--- src/design/sui_pkg.sv ---
// Shared constants, carriers and helpers of the serial wake-up and interrupt block.
// Assumes a single 200 MHz bus-cycle clock; every count is in bus cycles.
package sui_pkg;

  // ----------------------------------------
  // Bit rate
  // ----------------------------------------
  localparam logic [1:0] SPD_16 = 2'h0;
  localparam logic [1:0] SPD_128 = 2'h1;
  localparam logic [1:0] SPD_1024 = 2'h2;
  localparam logic [1:0] SPD_4096 = 2'h3;
  localparam int BIT_CNT_W = 12;
  localparam logic [11:0] BITM1_16 = 12'h00F;
  localparam logic [11:0] BITM1_128 = 12'h07F;
  localparam logic [11:0] BITM1_1024 = 12'h3FF;
  localparam logic [11:0] BITM1_4096 = 12'hFFF;

  // ----------------------------------------
  // Frame layout
  // ----------------------------------------
  localparam int CHAIN_W = 10;
  localparam logic [9:0] CHAIN_ONES = 10'h3FF;
  localparam logic [3:0] FRAME_LAST = 4'h9;
  localparam logic [3:0] TX_REST_BITS = 4'h9;
  localparam logic START_LEVEL = 1'h0;
  localparam logic STOP_LEVEL = 1'h1;

  // ----------------------------------------
  // Carriers
  // ----------------------------------------
  typedef struct packed {
    logic status_read;
    logic data_read;
    logic tx_write;
    logic [7:0] tx_data;
    logic sleep_set;
    logic rx_irq_enable;
    logic tx_irq_enable;
    logic cpu_irq_mask;
    logic [1:0] speed_select;
  } sui_cpu_t;

  typedef struct packed {
    logic rx_full_flag;
    logic overrun_framing_flag;
    logic tx_buffer_empty_flag;
    logic sleep_until_idle;
    logic [7:0] rx_data;
  } sui_status_t;

  typedef enum logic {RX_HUNT, RX_FRAME} sui_rx_state_t;

  // Bus cycles per bit, less one, for a speed-select code.
  function automatic logic [11:0] sui_bit_m1(input logic [1:0] spd);
    logic [11:0] r;
    r = BITM1_16;
    unique case (spd)
      SPD_16: r = BITM1_16;
      SPD_128: r = BITM1_128;
      SPD_1024: r = BITM1_1024;
      SPD_4096: r = BITM1_4096;
    endcase
    return r;
  endfunction

endpackage

--- src/design/sui_sync.sv ---
// Two-stage synchroniser for one asynchronous level.
// Assumes the input may change at any time relative to clk.
`timescale 1ns/1ps
`default_nettype none
module sui_sync
  import sui_pkg::*;
#(
  parameter logic RESET_LEVEL = 1'h1
)
(
  // Clock and reset
  input wire logic clk,
  input wire logic reset,
  // Level
  input wire logic async_in,
  output logic sync_out
);

  typedef struct packed {
    logic meta;
    logic stable;
  } sui_sync_st_t;

  sui_sync_st_t st;
  sui_sync_st_t next_st;

  always_comb
  begin
    next_st.meta = async_in;
    next_st.stable = st.meta;
  end

  always_ff @(posedge clk or posedge reset)
  begin
    if (reset)
    begin
      st <= {RESET_LEVEL, RESET_LEVEL};
    end
    else
    begin
      st <= next_st;
    end
  end

  assign sync_out = st.stable;

endmodule
`default_nettype wire

--- src/design/sui_bitclk.sv ---
// Down-counting bit-time divider with a restart to the half-bit point.
// Assumes period_m1 is steady during use; restart has priority over counting.
`timescale 1ns/1ps
`default_nettype none
module sui_bitclk
  import sui_pkg::*;
#(
  parameter int W = BIT_CNT_W
)
(
  // Clock and reset
  input wire logic clk,
  input wire logic reset,
  // Control
  input wire logic [W-1:0] period_m1,
  input wire logic restart,
  // Bit tick
  output logic tick
);

  typedef struct packed {
    logic [W-1:0] cnt;
  } sui_div_st_t;

  sui_div_st_t st;
  sui_div_st_t next_st;

  always_comb
  begin
    next_st = st;
    if (restart)
    begin
      next_st.cnt = period_m1 >> 1;
    end
    else if (st.cnt == '0)
    begin
      next_st.cnt = period_m1;
    end
    else
    begin
      next_st.cnt = st.cnt - 1'b1;
    end
  end

  always_ff @(posedge clk or posedge reset)
  begin
    if (reset)
    begin
      st <= '0;
    end
    else
    begin
      st <= next_st;
    end
  end

  assign tick = (st.cnt == '0) && !restart;

endmodule
`default_nettype wire

--- src/design/sui_wakeup_irq.sv ---
// Receiver wake-up, flag handling, transmitter and interrupt request of a serial port.
// Assumes CPU strobes are one-cycle pulses on clk; the line input is asynchronous.
//
// What this block does
// - Sleep freezes receive-full until ten-bit idle.
// - Ten received ones clear sleep, receiver resumes.
// - Data, stop and idle ones all count.
// - Sleep clears when whole receive chain holds ones.
// - Transmit frame is ten bits, idle high after.
// - Buffer-empty sets when byte enters shifter.
// - Speed select gives 16/128/1024/4096 cycles per bit.
// - Sleep with receive-full clear also hides framing error.
// - After wake, next good byte sets receive-full.
// - Valid byte overrun by misframed: both flags, keep.
// - Framing error then overruns: framing report, keep first.
// - Two enables gate three conditions onto one request.
// - Receive request on full, error, or both.
// - Status read then data read clears receive flags.
// - Transmit request needs buffer-empty and its enable.
// - Start bit zero, one stop bit, no parity.
// - Data write counts only after status read.
`timescale 1ns/1ps
`default_nettype none
module sui_wakeup_irq
  import sui_pkg::*;
(
  // Clock and reset
  input wire logic clk,
  input wire logic reset,
  // CPU side
  input wire sui_cpu_t cpu,
  output sui_status_t status,
  output logic irq,
  // Serial line
  input wire logic rx_line,
  output logic tx_line
);

  // ----------------------------------------
  // State
  // ----------------------------------------
  typedef struct packed {
    sui_rx_state_t rx_st;
    logic [9:0] chain;
    logic [3:0] nsamp;
    logic line_prev;
    logic rx_full;
    logic rx_error;
    logic [7:0] rx_data;
    logic armed_rx;
    logic armed_tx;
    logic sleep;
    logic tx_empty;
    logic [7:0] tdr;
    logic [9:0] tx_shift;
    logic [3:0] tx_left;
    logic tx_out;
  } sui_state_t;

  sui_state_t st;
  sui_state_t next_st;
  logic line_s;
  logic rx_tick;
  logic tx_tick;
  logic rx_restart;
  logic frame_done;
  logic idle_seen;
  logic tx_load;
  logic [11:0] bit_m1;
  logic [9:0] shifted;

  // ----------------------------------------
  // Line input and bit timing
  // ----------------------------------------
  sui_sync #(.RESET_LEVEL(1'h1)) u_rx_sync (
    .clk(clk),
    .reset(reset),
    .async_in(rx_line),
    .sync_out(line_s)
  );

  assign bit_m1 = sui_bit_m1(cpu.speed_select);
  assign rx_restart = (st.rx_st == RX_HUNT) && st.line_prev && !line_s;

  sui_bitclk #(.W(BIT_CNT_W)) u_rx_clk (
    .clk(clk),
    .reset(reset),
    .period_m1(bit_m1),
    .restart(rx_restart),
    .tick(rx_tick)
  );

  sui_bitclk #(.W(BIT_CNT_W)) u_tx_clk (
    .clk(clk),
    .reset(reset),
    .period_m1(bit_m1),
    .restart(1'b0),
    .tick(tx_tick)
  );

  // ----------------------------------------
  // Next state
  // ----------------------------------------
  assign shifted = {line_s, st.chain[9:1]};
  assign frame_done = (st.rx_st == RX_FRAME) && rx_tick && (st.nsamp == FRAME_LAST);
  assign idle_seen = (st.chain == CHAIN_ONES);
  assign tx_load = tx_tick && (st.tx_left == '0) && !st.tx_empty;

  always_comb
  begin
    next_st = st;
    next_st.line_prev = line_s;
    // Receiver sampling chain.
    unique case (st.rx_st)
      RX_HUNT:
      begin
        if (rx_restart)
        begin
          next_st.rx_st = RX_FRAME;
          next_st.nsamp = '0;
        end
        else if (rx_tick)
        begin
          next_st.chain = shifted;
        end
      end
      RX_FRAME:
      begin
        if (rx_tick)
        begin
          next_st.chain = shifted;
          next_st.nsamp = st.nsamp + 1'b1;
          if (st.nsamp == '0 && line_s != START_LEVEL)
          begin
            next_st.rx_st = RX_HUNT;
          end
          else if (st.nsamp == FRAME_LAST)
          begin
            next_st.rx_st = RX_HUNT;
          end
        end
      end
    endcase
    // CPU clear sequence on the receive side.
    if (cpu.status_read && (st.rx_full || st.rx_error))
    begin
      next_st.armed_rx = 1'b1;
    end
    if (cpu.data_read && st.armed_rx)
    begin
      next_st.rx_full = 1'b0;
      next_st.rx_error = 1'b0;
      next_st.armed_rx = 1'b0;
    end
    // Frame evaluation; a set here wins over a clear in the same cycle.
    if (frame_done)
    begin
      if (st.sleep)
      begin
        if (st.rx_full)
        begin
          next_st.rx_error = 1'b1;
        end
      end
      else if (st.rx_full)
      begin
        next_st.rx_full = 1'b1;
        next_st.rx_error = 1'b1;
      end
      else if (!st.rx_error)
      begin
        next_st.rx_data = shifted[8:1];
        if (line_s == STOP_LEVEL)
        begin
          next_st.rx_full = 1'b1;
        end
        else
        begin
          next_st.rx_error = 1'b1;
        end
      end
      else
      begin
        next_st.rx_error = 1'b1;
      end
    end
    // Sleep control; hardware idle clear has priority.
    if (idle_seen)
    begin
      next_st.sleep = 1'b0;
    end
    else if (cpu.sleep_set)
    begin
      next_st.sleep = 1'b1;
    end
    // Transmit data register.
    if (cpu.status_read && st.tx_empty)
    begin
      next_st.armed_tx = 1'b1;
    end
    if (cpu.tx_write && st.armed_tx)
    begin
      next_st.tdr = cpu.tx_data;
      next_st.tx_empty = 1'b0;
      next_st.armed_tx = 1'b0;
    end
    // Transmit shifter.
    if (tx_tick)
    begin
      if (st.tx_left != '0)
      begin
        next_st.tx_out = st.tx_shift[0];
        next_st.tx_shift = {STOP_LEVEL, st.tx_shift[9:1]};
        next_st.tx_left = st.tx_left - 1'b1;
      end
      else if (!st.tx_empty)
      begin
        next_st.tx_out = START_LEVEL;
        next_st.tx_shift = {STOP_LEVEL, STOP_LEVEL, st.tdr};
        next_st.tx_left = TX_REST_BITS;
        next_st.tx_empty = 1'b1;
      end
      else
      begin
        next_st.tx_out = STOP_LEVEL;
      end
    end
  end

  // ----------------------------------------
  // Registers
  // ----------------------------------------
  always_ff @(posedge clk or posedge reset)
  begin
    if (reset)
    begin
      st <= '0;
      st.rx_st <= RX_HUNT;
      st.chain <= CHAIN_ONES;
      st.line_prev <= 1'b1;
      st.tx_empty <= 1'b1;
      st.tx_out <= 1'b1;
    end
    else
    begin
      st <= next_st;
    end
  end

  // ----------------------------------------
  // Outputs
  // ----------------------------------------
  assign status.rx_full_flag = st.rx_full;
  assign status.overrun_framing_flag = st.rx_error;
  assign status.tx_buffer_empty_flag = st.tx_empty;
  assign status.sleep_until_idle = st.sleep;
  assign status.rx_data = st.rx_data;
  assign tx_line = st.tx_out;
  assign irq = !cpu.cpu_irq_mask &&
    ((cpu.rx_irq_enable && (st.rx_full || st.rx_error)) ||
     (cpu.tx_irq_enable && st.tx_empty));

  // ----------------------------------------
  // Assertions
  // ----------------------------------------
  a_irq_gating: assert property (@(posedge clk) disable iff (reset)
    irq == (!cpu.cpu_irq_mask && ((cpu.rx_irq_enable && (status.rx_full_flag ||
      status.overrun_framing_flag)) || (cpu.tx_irq_enable && status.tx_buffer_empty_flag))))
    else $error("Interrupt request does not match flags and enables.");

  a_tx_irq_only: assert property (@(posedge clk) disable iff (reset)
    (!cpu.rx_irq_enable && irq) |-> (status.tx_buffer_empty_flag && cpu.tx_irq_enable))
    else $error("Transmit request without buffer-empty and enable.");

  a_wake_clear: assert property (@(posedge clk) disable iff (reset)
    (st.sleep && idle_seen) |=> !status.sleep_until_idle)
    else $error("Sleep not cleared after ten ones.");

  a_wake_prio: assert property (@(posedge clk) disable iff (reset)
    (cpu.sleep_set && idle_seen) |=> !status.sleep_until_idle)
    else $error("Sleep set won over idle detection.");

  a_sleep_hold: assert property (@(posedge clk) disable iff (reset)
    (status.sleep_until_idle && !status.rx_full_flag) |=> !status.rx_full_flag)
    else $error("Receive-full set while asleep.");

  a_sleep_no_err: assert property (@(posedge clk) disable iff (reset)
    (status.sleep_until_idle && !status.rx_full_flag && !status.overrun_framing_flag)
      |=> !status.overrun_framing_flag)
    else $error("Overrun/framing set while asleep with receive-full clear.");

  a_overrun_keep: assert property (@(posedge clk) disable iff (reset)
    (frame_done && st.rx_full && !st.sleep) |=>
      (status.rx_full_flag && status.overrun_framing_flag && $stable(status.rx_data)))
    else $error("Overrun did not keep held byte with both flags.");

  a_framing_keep: assert property (@(posedge clk) disable iff (reset)
    (frame_done && st.rx_error && !st.rx_full && !st.sleep) |=>
      (!status.rx_full_flag && status.overrun_framing_flag && $stable(status.rx_data)))
    else $error("Framing error report lost or data replaced.");

  a_rx_clear_seq: assert property (@(posedge clk) disable iff (reset)
    (cpu.data_read && !st.armed_rx && st.rx_full) |=> status.rx_full_flag)
    else $error("Receive-full cleared without status read first.");

  a_tx_buffer_empty_flag_on_load: assert property (@(posedge clk) disable iff (reset)
    tx_load |=> (status.tx_buffer_empty_flag && tx_line == START_LEVEL))
    else $error("Buffer-empty not set or no start bit at load.");

  a_tx_stop_bit: assert property (@(posedge clk) disable iff (reset)
    (tx_tick && st.tx_left == 4'h1) |=> (tx_line == STOP_LEVEL && st.tx_left == '0))
    else $error("Tenth transmitted bit is not a stop bit.");

  a_write_gate: assert property (@(posedge clk) disable iff (reset)
    (cpu.tx_write && !st.armed_tx && st.tx_empty) |=> status.tx_buffer_empty_flag)
    else $error("Unarmed write cleared buffer-empty.");

  c_overrun: cover property (@(posedge clk) disable iff (reset)
    frame_done && st.rx_full && !st.sleep);

  c_framing: cover property (@(posedge clk) disable iff (reset)
    frame_done && !st.sleep && !st.rx_full && !st.rx_error && line_s == 1'b0);

  c_wake: cover property (@(posedge clk) disable iff (reset)
    st.sleep ##1 !st.sleep);

  c_tx_load: cover property (@(posedge clk) disable iff (reset)
    tx_load);

endmodule
`default_nettype wire

--- config.mk ---
export PLATFORM = sky130hd
export DESIGN_NAME = sui_wakeup_irq
export DESIGN_NICKNAME = d
export VERILOG_FILES = /design/src/design/sui_pkg.sv /design/src/design/sui_sync.sv /design/src/design/sui_bitclk.sv /design/src/design/sui_wakeup_irq.sv
export SDC_FILE = /design/constraint.sdc
export NUM_CORES = 1
export LEC_CHECK = 0
export ABC_AREA = 1
export ABC_CLOCK_PERIOD_IN_PS = 3300
export BUFFER_PORTS_ARGS = -buffer_cell sky130_fd_sc_hd__buf_4
export CORE_MARGIN = 2
export CORE_UTILIZATION = 31
export CTS_BUF_LIST = sky130_fd_sc_hd__clkbuf_2 sky130_fd_sc_hd__clkbuf_4 sky130_fd_sc_hd__clkbuf_8
export DETAILED_ROUTE_END_ITERATION = 10
export HOLD_SLACK_MARGIN = 0.05
export SETUP_SLACK_MARGIN = 0.4
export SLEW_MARGIN = 10
export SYNTH_ARGS = -nofsm -noshare
export SYNTH_HDL_FRONTEND = slang
export SYNTH_SLANG_ARGS = --single-unit
--- constraint.sdc ---
create_clock -name clk -period 3.3 [get_ports clk]
set_input_delay 0.66 -clock clk [delete_from_list [all_inputs] [get_ports clk]]
set_output_delay 0.66 -clock clk [all_outputs]
set_load 0.005 [all_outputs]
# After elaboration in Yosys (flattened, before gate mapping)
# Index checks and enable logic that the tools add are counted.
[op_classes]
n_addsub = 4
eq_ne = 10
mux = 38
bitwise_logic = 4
n_reduce_logical = 30
[ops]
columns = ["operator", "count"]
rows = [
  ["one-hot mux 12 bit (4 select lines)", 1],
  ["2-to-1 mux 12 bit", 3],
  ["2-to-1 mux 10 bit", 3],
  ["2-to-1 mux 15 bit", 2],
  ["one-hot mux 15 bit (2 select lines)", 1],
  ["logical NOT 12 bit", 2],
  ["2-to-1 mux 8 bit", 3],
  ["subtractor 12 x 1 -> 12 bit, second input constant", 2],
  ["2-to-1 mux 1 bit", 20],
  ["2-to-1 mux 14 bit", 1],
  ["logical AND 1 bit", 13],
  ["equality test 10 bit, second input constant", 1],
  ["2-to-1 mux 9 bit", 1],
  ["!= test 2 x 1 -> 1 bit, second input constant", 3],
  ["nonzero test 2 bit", 3],
  ["adder 4 x 1 -> 4 bit, second input constant", 1],
  ["equality test 2 bit, second input constant", 2],
  ["equality test 4 bit, second input constant", 1],
  ["logical NOT 4 bit", 1],
  ["2-to-1 mux 2 bit", 2],
  ["2-to-1 mux 4 bit", 1],
  ["!= test 2 bit, second input constant", 2],
  ["inverter 1 bit", 4],
  ["AND reduction 2 bit", 2],
  ["8 further kinds", 11],
]
[totals]
reg_bits = 79
in_bits = 20
output_inout_bits = 14
word_cells = 105

# Longest topological paths before layout
[depth]
ltp_word = 8
mapped_depth = 10
ltp_nobuf = 10

# Hierarchy
# Synthesis repeated with hierarchy kept, for this count alone.
[hier_totals]
cells_unflattened = 607
hier_area_um2 = 4615.7
[modules_own_cells]
columns = ["mod", "instances", "cells_each", "area_each_um2", "seq_area_each_um2"]
rows = [
  ["sui_wakeup_irq", 1, 304, 2587.5, 1342.5],
  ["sui_bitclk", 2, 150, 985.9, 300.3],
  ["sui_sync", 1, 3, 56.3, 52.6],
]

# Least setup slack after synthesis
# Ideal clock, no wire load.
[synth_timing]
path_kind = "reg2out"
start = "register st, in the netlist status[11]"
end = "output irq"
arrival_time_ns = 1.017
required_time_ns = 2.640
path_slack_ns = 1.623
path_stages_with_launch = 5
n_path_buf = 0
path_cell_list = "dfrtp_1 > nor2_1 > inv_1 > nand2_1 > a21oi_1"
[synth_via]
elab_chain_cells = 4
[synth_rtl]
columns = ["element", "line", "rtl"]
rows = [
  ["start: declaration", "sui_wakeup_irq.sv:60", "sui_state_t st;"],
  ["start signal: assignment", "sui_wakeup_irq.sv:246", "st <= next_st;"],
  ["logical OR 1 bit", "sui_wakeup_irq.sv:260", "((cpu.rx_irq_enable && (st.rx_full || st.rx_error)) ||"],
  ["logical AND 1 bit", "sui_wakeup_irq.sv:260", ""],
  ["logical OR 1 bit", "sui_wakeup_irq.sv:260", ""],
  ["logical AND 1 bit", "sui_wakeup_irq.sv:259", "assign irq = !cpu.cpu_irq_mask &&"],
  ["end: declaration", "sui_wakeup_irq.sv:33", "output logic irq,"],
]
# Every way passes these cells.

# Final worst setup path
# Same ends and word-level chain as after synthesis.

==> key figures <==
Synthesis
  • Synth top area share: 0.401
  • Synth unique cells: 34
  • Number of synthesized flops with an enable pin: 0
  • Post-synth top area cell: dfrtp_1
  • Predominant post-synthesis flop cell: dfrtp_1
  • Synthesized cell area: 0.00399 sq mm
  • Synth Register Bits: 79
  • Async S/R FF share, synth: 1.00
  • Syn Nets: between 500 and 600
  • Mapped Cells: 482
  • Ranking of synthesized cells by area: dfrtp_1 (40%), nand2_1 (15%), dfstp_2 (9.9%)
  • Sequential share of the synthesized area: 0.500
  • Yosys warns: 0
  • Syn avg cell area: 8.28 sq um

Worst setup path
  • Worst EP arrival: 1.84 ns
  • Worst path required time: 2.64 ns
  • Crit path from: status[11]
  • CP Max Fanout: 10
  • Worst r2r src: u_tx_clk.st[0]
  • CP endpoint kind: output pin
  • Type of origin of the critical path: register
  • Crit path kind: register to output pin

STA
  • Max-slew violations: 0
  • RSZ-0062 raised after global routing: no
  • Final hold violation count: 0
  • Minimum clock period: 2.50 ns
  • Relative slew slack: 0.523
  • Clock skew: 0.0101 ns
  • Maximum clock rate: about 400 MHz
  • Sum Neg Setup Slack: 0 ns
  • Tightest Pin Transition: 0.713 ns
  • Setup violators final: 0
  • Period utilization: 0.757

Power and ir drop
  • P_leak: 2.19 nW
  • PwrDens: 579 mW/mm^2
  • Peak VDD IR: 0.000416 V
  • Total Power: 2.64 mW

Global routing
  • GRT Total Usage: 0.120
  • M1 GR Usage: 0.159
  • Vias in the first global route: ~2900
  • First-pass GRT wire length: 13500 um
  • Largest net degree at the start of global routing: 64
  • Met3 Use GR: 0.0300
  • GR Layer Usage met2: 0.186
  • Initial antenna violation count: 0
  • Grt total ovfl: 0
  • Top Usage Layer GRT: met2

CTS
  • TritonCTS clock tree: done
  • Insertion delay to the later sink of the worst-skew pair: approximately 0.36 ns
  • Longest Clk Path Bufs: 2
  • CTS Hold Bufs: 0
  • CTS sink cnt: 79
  • CTS H-tree depth: 3
  • CTS clk-pin slew, worst paths: 0.08 ns
  • TritonCTS Buffers: 9
  • CTS root buffer: clkbuf_8
  • Post_cts resized: 0
  • Post-CTS setup buffer count: 0

Placement
  • Placed Cells: 668
  • HPWL after DPL: 5480 um
  • Routability Congestion: 0.855
  • Area after DPL: roughly 0.0043 sq mm
  • IO buf count: 33

Cells and area
  • Commonest non-fill, non-tap cell in the layout: nand2_1
  • Final std cells w/o fill: approximately 700
  • Final Cell Area: 0.00456 sq mm
  • Most frequent cells in the layout: nand2_1 (156), dfrtp_1 (64), inv_1 (47), nor2_1 (38), buf_4 (33)
  • Ant diodes: 0
  • Layout cells sized above 1: 0.191
  • Fillers: between 1000 and 1500
  • Final net count: 534
  • P&R area growth vs syn: 14.2%

Floorplanning
  • DIE AREA: 0.0138 sq mm
  • # rows: 41
  • Top Ports: 34
  • Initial Utilization: 0.317
  • Core outline area: 0.0126 sq mm
  • Die extent in x: 117 um
  • Die H: 117 um

Outcome
  • Status: complete, no violations

Job
  • Max cap viols: 0

Worst hold path
  • Worst hold path type: primary input to asynchronous set/reset pin

Detailed routing
  • Routed wire length: 7640 um
  • Routed Antenna Nets: 0
  • Wirelength per Cell: about 11 um
  • Vias per cell: 4.42
  • Pre-Repair DR Iteration Count: 4
  • Violation count after the first detailed-routing iteration: 148
  • DRC violations left: 0
  • Vias after detailed routing: 3024
[cell usage after synthesis, drive strengths merged (7+ instances only)]
cell type,count
nor2,45
buf,20
nand2,161
nand4,7
nand3,28
o21ai,36
nor3,9
xor2,8
dfstp,15
a21oi,10
dfrtp,64
inv,53
ha,7
[area by class of cell]
type	count	area, sq um	share of cell area
inverters	53	199	0.0436
well taps	172	215	0.0472
repair buffers	34	268	0.0587
clock inverters	3	67.6	0.0148
multi-input cells	330	1650	0.363
clock buffers	13	160	0.0351
flip-flops and latches	79	2000	0.438
[kinds of logic after synthesis]
kind of cell,Yosys count,synth area share
flops,79,0.500
fa+ha+maj,7,0.0219
compound gates,50,0.0690
mux,6,0.0169
buf+inv,73,0.0856
xor+xnor,13,0.0304
simple gates,254,0.276
[where the power goes]
group / internal [mW] / leakage, nW / total, mW / switching, mW
combinational: 0.226 / 1.13 / 0.555 / 0.330
clock: 0.473 / 0.114 / 0.830 / 0.357
sequential: 1.13 / 0.941 / 1.25 / 0.126
[per-layer routing]
layer,up-vias,routed length [um],part of all wire
met5,-,0,0
met4,0,149,0.020
met3,15,288,0.038
met2,45,3460,0.45
met1,1409,3740,0.49
li1,1555,-,-
[sequential cells by signal, indices dropped and copies added (netlist names)]
register	count
st	31
u_rx_sync.sync_out	1
status	12
u_tx_clk.st	12
u_rx_sync.next_st	1
shifted	9
tx_line	1
u_rx_clk.st	12
[worst max-delay path, cell delays in order, from the launching register on]
cell,delay (ns)
dfrtp_1,0.43
nor2_1,0.57
inv_1,0.19
nand2_1,0.10
a21oi_1,0.06
buf_4,0.13
[path summary, 6_finish.rpt]
path                                      endpoint  slack [ns]  cells past startpoint
min in group clk                u_rx_sync.sync_out        0.38                      0
worst min-delay path                        st[16]        0.28                      2
max in group asynchronous               shifted[2]        2.31                      3
worst max register to register               st[7]        1.25                      9
worst max-delay path                           irq        0.80                      5
worst min register to register  u_rx_sync.sync_out        0.38                      0
[through the flow]
stage | util | hold WS (ns) | setup slack, ns
2_1_floorplan | - | 0.345 | 0.641
3_3_place_gp | 0.345 | 0.363 | 1.23
3_5_place_dp | 0.345 | 0.365 | 1.19
4_1_cts | 0.363 | 0.281 | 0.786
5_1_grt | 0.363 | 0.292 | 0.679
6_report | 0.363 | 0.282 | 0.803
(Power assumes the default switching activity.)
